### src/hdl/tick_watch_pkg.sv
// Constants shared by the base tick timer and watchdog design.
// Assumes a single 200 MHz clock and a synchronous active-high reset.
package tick_watch_pkg;

  localparam logic [7:0] WATCHDOG_CONTROL_ADDR  = 8'hF2;
  localparam logic [7:0] BASE_TICK_CONTROL_ADDR = 8'hD3;
  localparam logic [7:0] BASE_TICK_COUNTER_ADDR = 8'hFD;
  localparam logic [7:0] CONTROL_RESET          = 8'h00;
  localparam logic [3:0] SIGNATURE_CODE         = 4'hA;
  localparam int         CLEAR_BIT_POS          = 1;
  localparam int         DIVIDER_CLEAR_BIT_POS  = 0;
  localparam int         STAB_BIT_POS           = 3;
  localparam int         TICK_OVF_BIT_POS       = 3;
  localparam int         RC_OVF_BIT_POS         = 7;
  localparam int         DIVIDER_WIDTH          = 12;

  typedef enum logic [1:0] {
    RATE_DIV4096,
    RATE_DIV1024,
    RATE_DIV128,
    RATE_DIV16
  } rate_select_type;

endpackage

### src/hdl/rate_divider.sv
// Prescaler producing one-cycle enable pulses at fxx/4096, /1024, /128, /16.
// Assumes fxx_en marks each fxx period on the one system clock.
`timescale 1ns/1ps
module rate_divider
  import tick_watch_pkg::*;
(
  input  wire logic                       clk,
  input  wire logic                       rst,
  input  wire logic                       fxx_en,
  input  wire logic                       divider_clear,
  input  wire rate_select_type            rate_select,
  output logic                            tick_en
);

  logic [DIVIDER_WIDTH-1:0] div_reg;
  logic                     hit;

  always_ff @(posedge clk) begin
    if (rst || divider_clear) begin
      div_reg <= '0;
    end else if (fxx_en) begin
      div_reg <= div_reg + 1'b1;
    end
  end

  // A tap fires when every bit below it is set on the counting edge.
  always_comb begin
    case (rate_select)
      RATE_DIV4096: hit = &div_reg[11:0];
      RATE_DIV1024: hit = &div_reg[9:0];
      RATE_DIV128:  hit = &div_reg[6:0];
      RATE_DIV16:   hit = &div_reg[3:0];
      default:      hit = &div_reg[11:0];
    endcase
  end

  assign tick_en = fxx_en && hit && !divider_clear;

endmodule // rate_divider

### src/hdl/tick_watchdog.sv
// Base tick timer, watchdog counter and oscillation stabilisation timer.
// Assumes an 8-bit register port from the CPU core with one-cycle strobes,
// an fxx enable pulse from clock control and an RC ring oscillator pin.
`timescale 1ns/1ps
module tick_watchdog
  import tick_watch_pkg::*;
(
  input  wire logic        clk,
  input  wire logic        rst,
  input  wire logic        fxx_en,
  input  wire logic        rc_osc_pin,
  input  wire logic        rc_source_select,
  input  wire logic        low_power_enter,
  input  wire logic        stop_release_irq,
  input  wire logic [7:0]  reg_addr,
  input  wire logic [7:0]  reg_wdata,
  input  wire logic        reg_write,
  input  wire logic        reg_read,
  output logic      [7:0]  reg_rdata,
  output logic             watchdog_reset,
  output logic             cpu_clock_enable,
  output logic             stabilization_done,
  output logic             rc_osc_enable,
  output logic             base_tick_overflow
);

  // ************************************************************
  // Register state
  // ************************************************************
  logic [7:0]       base_tick_control_reg;
  logic [3:0]       rc_stop_code_reg;
  logic [3:0]       clear_nibble_reg;
  logic [7:0]       base_tick_counter_reg;
  logic [7:0]       watchdog_count_reg;
  logic             stabilizing_reg;
  logic             low_power_reg;
  logic [2:0]       rc_sync_reg;
  logic             rc_level_reg;
  logic             tick_en;
  logic             rc_edge;
  logic             wr_control;
  logic             wr_watchdog;
  logic             counter_clear;
  logic             watchdog_clear;
  logic             watchdog_step;
  logic             watchdog_enabled;
  logic             overflow_hit;
  logic             rc_stopped;
  rate_select_type  rate_select;

  assign wr_control  = reg_write && (reg_addr == BASE_TICK_CONTROL_ADDR);
  assign wr_watchdog = reg_write && (reg_addr == WATCHDOG_CONTROL_ADDR);
  assign counter_clear = wr_control && reg_wdata[CLEAR_BIT_POS];
  assign watchdog_clear = counter_clear
    || (wr_watchdog && reg_wdata[3:0] == SIGNATURE_CODE);
  assign rate_select = rate_select_type'(base_tick_control_reg[3:2]);
  assign watchdog_enabled =
    base_tick_control_reg[7:4] != SIGNATURE_CODE;
  assign rc_stopped = rc_source_select && low_power_reg
    && (rc_stop_code_reg == SIGNATURE_CODE);

  // ************************************************************
  // Registers written by software
  // ************************************************************
  // Clear bits are strobes: they act on the write and are never stored.
  always_ff @(posedge clk) begin
    if (rst) begin
      base_tick_control_reg <= CONTROL_RESET;
    end else if (wr_control) begin
      base_tick_control_reg <= {reg_wdata[7:2], 2'b00};
    end
  end

  always_ff @(posedge clk) begin
    if (rst) begin
      rc_stop_code_reg <= CONTROL_RESET[7:4];
      clear_nibble_reg <= CONTROL_RESET[3:0];
    end else begin
      if (wr_watchdog) begin
        rc_stop_code_reg <= reg_wdata[7:4];
      end
      // The nibble reads back zero once the clear has taken effect.
      clear_nibble_reg <= CONTROL_RESET[3:0];
    end
  end

  always_ff @(posedge clk) begin
    if (rst) begin
      reg_rdata <= 8'h00;
    end else if (reg_read) begin
      case (reg_addr)
        BASE_TICK_CONTROL_ADDR: reg_rdata <= base_tick_control_reg;
        WATCHDOG_CONTROL_ADDR:
          reg_rdata <= {rc_stop_code_reg, clear_nibble_reg};
        BASE_TICK_COUNTER_ADDR: reg_rdata <= base_tick_counter_reg;
        default: reg_rdata <= 8'h00;
      endcase
    end
  end

  // ************************************************************
  // Base tick counter
  // ************************************************************
  rate_divider u_rate_divider (
    .clk           (clk),
    .rst           (rst),
    .fxx_en        (fxx_en),
    .divider_clear (wr_control && reg_wdata[DIVIDER_CLEAR_BIT_POS]),
    .rate_select   (rate_select),
    .tick_en       (tick_en)
  );

  always_ff @(posedge clk) begin
    if (rst || counter_clear) begin
      base_tick_counter_reg <= 8'h00;
    end else if (tick_en) begin
      base_tick_counter_reg <= base_tick_counter_reg + 8'h01;
    end
  end

  always_ff @(posedge clk) begin
    if (rst) begin
      base_tick_overflow <= 1'b0;
    end else begin
      base_tick_overflow <= tick_en && !counter_clear
        && (base_tick_counter_reg == 8'hFF);
    end
  end

  // ************************************************************
  // RC oscillator sampling and power state
  // ************************************************************
  // Only the first stage sees the raw pin. A new level is accepted once
  // stages two and three agree, so a glitch that lives a single clock is
  // dropped at the cost of one more cycle of latency.
  always_ff @(posedge clk) begin
    if (rst) begin
      rc_sync_reg <= 3'b000;
    end else begin
      rc_sync_reg <= {rc_sync_reg[1:0], rc_osc_pin};
    end
  end

  // The filtered level resets to the idle low level of the pin, so no
  // false edge follows reset.
  always_ff @(posedge clk) begin
    if (rst) begin
      rc_level_reg <= 1'b0;
    end else if (rc_sync_reg[1] == rc_sync_reg[2]) begin
      rc_level_reg <= rc_sync_reg[2];
    end
  end

  assign rc_edge = rc_sync_reg[1] && rc_sync_reg[2] && !rc_level_reg;

  always_ff @(posedge clk) begin
    if (rst || stop_release_irq) begin
      low_power_reg <= 1'b0;
    end else if (low_power_enter) begin
      low_power_reg <= 1'b1;
    end
  end

  always_ff @(posedge clk) begin
    if (rst) begin
      rc_osc_enable <= 1'b1;
    end else begin
      rc_osc_enable <= !rc_stopped;
    end
  end

  // ************************************************************
  // Watchdog counter
  // ************************************************************
  // The bit-3 tap trips on the eighth wrap of the base counter, giving a
  // short window; RC mode uses bit 7 because that source runs much faster.
  assign watchdog_step = rc_source_select ? rc_edge : base_tick_overflow;
  assign overflow_hit = watchdog_step && (rc_source_select
    ? watchdog_count_reg[RC_OVF_BIT_POS - 1:0] == 7'h7F
    : watchdog_count_reg[TICK_OVF_BIT_POS - 1:0] == 3'h7);

  always_ff @(posedge clk) begin
    if (rst || watchdog_clear) begin
      watchdog_count_reg <= 8'h00;
    end else if (rc_source_select && low_power_enter
                 && rc_stop_code_reg == SIGNATURE_CODE) begin
      watchdog_count_reg <= 8'h00;
    end else if (overflow_hit) begin
      watchdog_count_reg <= 8'h00;
    end else if (watchdog_step && !rc_stopped) begin
      watchdog_count_reg <= watchdog_count_reg + 8'h01;
    end
  end

  // The pulse feeds the chip reset, which in turn clears this block.
  always_ff @(posedge clk) begin
    if (rst) begin
      watchdog_reset <= 1'b0;
    end else begin
      watchdog_reset <= overflow_hit && !watchdog_clear
        && watchdog_enabled;
    end
  end

  // ************************************************************
  // Oscillation stabilisation
  // ************************************************************
  // After reset, or a release from stop, the CPU waits for bit 3 of the
  // base counter to carry out.
  always_ff @(posedge clk) begin
    if (rst || stop_release_irq) begin
      stabilizing_reg <= 1'b1;
    end else if (tick_en && !counter_clear
                 && base_tick_counter_reg[STAB_BIT_POS:0] == 4'hF) begin
      stabilizing_reg <= 1'b0;
    end
  end

  always_ff @(posedge clk) begin
    if (rst) begin
      cpu_clock_enable   <= 1'b0;
      stabilization_done <= 1'b0;
    end else begin
      cpu_clock_enable   <= !stabilizing_reg && !low_power_reg;
      stabilization_done <= !stabilizing_reg;
    end
  end

endmodule // tick_watchdog
### config.mk
export PLATFORM = sky130hd
export DESIGN_NAME = tick_watchdog
export DESIGN_NICKNAME = d
export VERILOG_FILES = /design/src/hdl/tick_watch_pkg.sv /design/src/hdl/rate_divider.sv /design/src/hdl/tick_watchdog.sv
export SDC_FILE = /design/constraint.sdc
export NUM_CORES = 1
export LEC_CHECK = 0
export BUFFER_PORTS_ARGS = -buffer_cell sky130_fd_sc_hd__clkbuf_2
export CORE_UTILIZATION = 40
export CTS_CLUSTER_DIAMETER = 40
export DETAILED_ROUTE_END_ITERATION = 6
export GPL_TIMING_DRIVEN = 0
export HOLD_SLACK_MARGIN = 0.1
export PLACE_DENSITY_LB_ADDON = 0.1
export SYNTH_ARGS = -nofsm -noshare
export SYNTH_HDL_FRONTEND = slang
export SYNTH_SLANG_ARGS = --single-unit
### constraint.sdc
create_clock -name clk -period 5.26 [get_ports clk]
set_input_delay 1.052 -clock clk [delete_from_list [all_inputs] [get_ports clk]]
set_output_delay 1.052 -clock clk [all_outputs]
set_load 0.05 [all_outputs]
==> impl_metrics.json <==
{
  "row_count": 28,
  "fin_hold_ws_ns": 0.456,
  "clk_latency_ns": 0.31,
  "r2r_cells": 7,
  "layout_common_cells": "dfxtp_1, clkbuf_2, nor2_1",
  "cp_max_fo": 7,
  "clk_path_buf_depth": 2,
  "antenna_found_initial": 0,
  "clk_pin_slew_worst_paths_ns": 0.10,
  "synth-edff-count": 0,
  "coreArea_sq_mm": 0.00596,
  "clockRootBuffer": "clkbuf_8",
  "grt_max_degree": 18,
  "syn2layout_area_growth_pct": 15.4,
  "post_synth_num_cell_types": 47,
  "timing.final.crit_share": 0.465,
  "worstPathRequired_ns": 5.45,
  "finalSetupViolCount": 0,
  "p_total_mw": 0.745,
  "wl_per_cell_um": 13.7,
  "rr_startpoint": "u_rate_divider.div_reg[0]$_SDFFE_PP0P_",
  "hold_path_depth": 2,
  "dpl_worst_slack_ns": 2.51,
  "ys_warn_count": 0,
  "setup_slack_ns": 2.81,
  "synth.avg_cell_area_sq_um": 9.24,
  "synth_area_sq_mm": 0.00249,
  "fin_setup_tns_ns": 0,
  "hpwl_um": 4080,
  "synth.net_count": 300,
  "yosys.area.top_type": "dfxtp_1",
  "boundaryPins": 38,
  "final_layout_size_suffix_gt1_frac": 0.185,
  "synthTopCellsByArea": "dfxtp_1, mux2i_1, nor2_1",
  "ctsResizeCount": 0,
  "cp.arrival_ns": 2.64,
  "synth-simple-area-share": 0.269,
  "synthFlopType": "dfxtp_1",
  "io_buffers": 36,
  "num-fill-cells": 612,
  "reg2reg_to": "stabilizing_reg$_SDFFE_PP1P_",
  "synth-xor-area-share": 0.0597,
  "die_y_um": 81.0,
  "hold_end": "base_tick_overflow$_SDFF_PP0_",
  "fin_area_sq_mm": 0.00288,
  "ys_seq_area_frac": 0.449,
  "slew_headroom": 0.577,
  "hold_path_class": "flop to flop",
  "slew_violations": 0,
  "drt_iter0_drc": 69,
  "hold_viol": 0,
  "grt_pass1_vias": 1898,
  "grt_pass1_wl_um": 8930,
  "final_common_cell": "dfxtp_1",
  "die_w_um": 81.0,
  "hold_start": "base_tick_counter_reg[7]$_SDFFE_PP0N_",
  "finClkSkew_ns": 0.0115,
  "synth_mux_area_frac": 0.0522,
  "first_pass_iters": 6,
  "synth_seq_cells": 56,
  "initial_core_util": 0.419,
  "r2r_slack_ns": 3.31,
  "routed_via_density": 5.13,
  "synth_compound_area_frac": 0.119,
  "cp-start-kind": "input port",
  "gp_congestion": 0.867,
  "ir_worst_vdd_uv": 128,
  "drc": 0,
  "powerDensity_mw_per_mm2": 259,
  "status": "finished clean",
  "synth_cells": 270,
  "synth-adder-area-share": 0.0251,
  "grt-ovfl-total": 0,
  "cts_tree": "built",
  "antenna_left": 0,
  "grt_setup_unrepaired": "false",
  "fmax_ghz": 0.409,
  "htreeDepth": 2,
  "place_area_sq_mm": 0.00277,
  "diodes": 0,
  "ctsHoldBuffers": 0,
  "min_period_ns": 2.45,
  "critPathCaptureType": "flop",
  "critPathKind": "input port to flop",
  "dieArea_sq_mm": 0.00656,
  "synth_top_family_by_area": "simple AND/OR/NAND/NOR gates",
  "drv_cap": 0,
  "track_usage": 0.179,
  "nets": 343,
  "drt-total-wl_um": 5340,
  "numCtsBuffers": 5,
  "tightest_slew_ns": 0.631,
  "power.leakage_nw": 1.18,
  "cts_num_sinks": 56,
  "async_flop_share": 0,
  "largest_reg_flops": 12,
  "postCtsSetupBuffers": 0,
  "vias": 1997,
  "synth_top_cell_area_share": 0.449
}
area by class of cell:
class / instances / area (sq um) / area share
Sequential cell: 56 / 1120 / 0.389
Multi-Input combinational cell: 200 / 1310 / 0.454
Buffer: 9 / 46.3 / 0.0161
Inverter: 5 / 18.8 / 0.00652
Tap cell: 75 / 93.8 / 0.0326
Clock inverter: 3 / 42.5 / 0.0148
Clock buffer: 5 / 68.8 / 0.0239
Timing Repair Buffer: 36 / 180 / 0.0626
power breakdown:
part | leakage (nW) | switching (mW) | internal [mW] | total [mW]
clock network | 0.0541 | 0.136 | 0.141 | 0.277
registers | 0.452 | 0.00240 | 0.427 | 0.429
logic | 0.669 | 0.0239 | 0.0153 | 0.0391
total | 1.18 | 0.162 | 0.583 | 0.745
per-layer routing:
layer | global-route usage | up-vias | part of all wire
met5 | 0 | - | 0
met4 | 0.0464 | 0 | 0.0051
met3 | 0.0438 | 2 | 0.047
met2 | 0.287 | 45 | 0.44
met1 | 0.238 | 905 | 0.50
li1 | - | 1045 | -
stage by stage:
| stage | instances | util |
|---|---|---|
| floorplan | 270 | - |
| global placement | 381 | 0.465 |
| detailed placement | 381 | 0.465 |
| CTS | 389 | 0.484 |
| global route | 389 | 0.484 |
| finish | 389 | 0.484 |
how the worst max path moves through the flow:
stage,start,endpoint
after floorplan,reg_addr[3],base_tick_counter_reg[2]$_SDFFE_PP0N_
after global placement,reg_addr[3],watchdog_count_reg[6]$_SDFFE_PP0P_
after detailed placement,reg_addr[3],watchdog_count_reg[5]$_SDFFE_PP0P_
after CTS,reg_addr[3],watchdog_count_reg[6]$_SDFFE_PP0P_
after global routing,reg_addr[3],watchdog_count_reg[0]$_SDFFE_PP0P_
final,reg_addr[3],watchdog_count_reg[0]$_SDFFE_PP0P_
logic make-up (layout without fill, tap and decap cells):
group           after synthesis  after routing
fa+ha+maj                     5              5
mux                          13             13
flops                        56             56
xor+xnor                     17             17
simple gates                125            125
compound gates               40             40
buf+inv                      14             58
cell usage after synthesis, drive strengths merged, types with 2 or more instances:
library cell,instances
a21oi,13
a22o,13
a31o,3
and2,2
and3,7
buf,3
clkbuf,6
dfxtp,56
ha,5
inv,5
mux2i,13
nand2,23
nand2b,3
nand3,17
nand4,9
nand4b,2
nor2,35
nor2b,8
nor3,5
nor4b,4
o21ai,2
or2,2
xnor2,6
xor2,11
critical path, stage by stage:
cell      delay, ns
clkbuf_2       0.11
nor4b_1        0.55
a41o_1         0.42
a31o_2         0.19
a211o_1        0.24
nor2_1         0.07
Note: power is estimated with default switching activity, not from simulation.
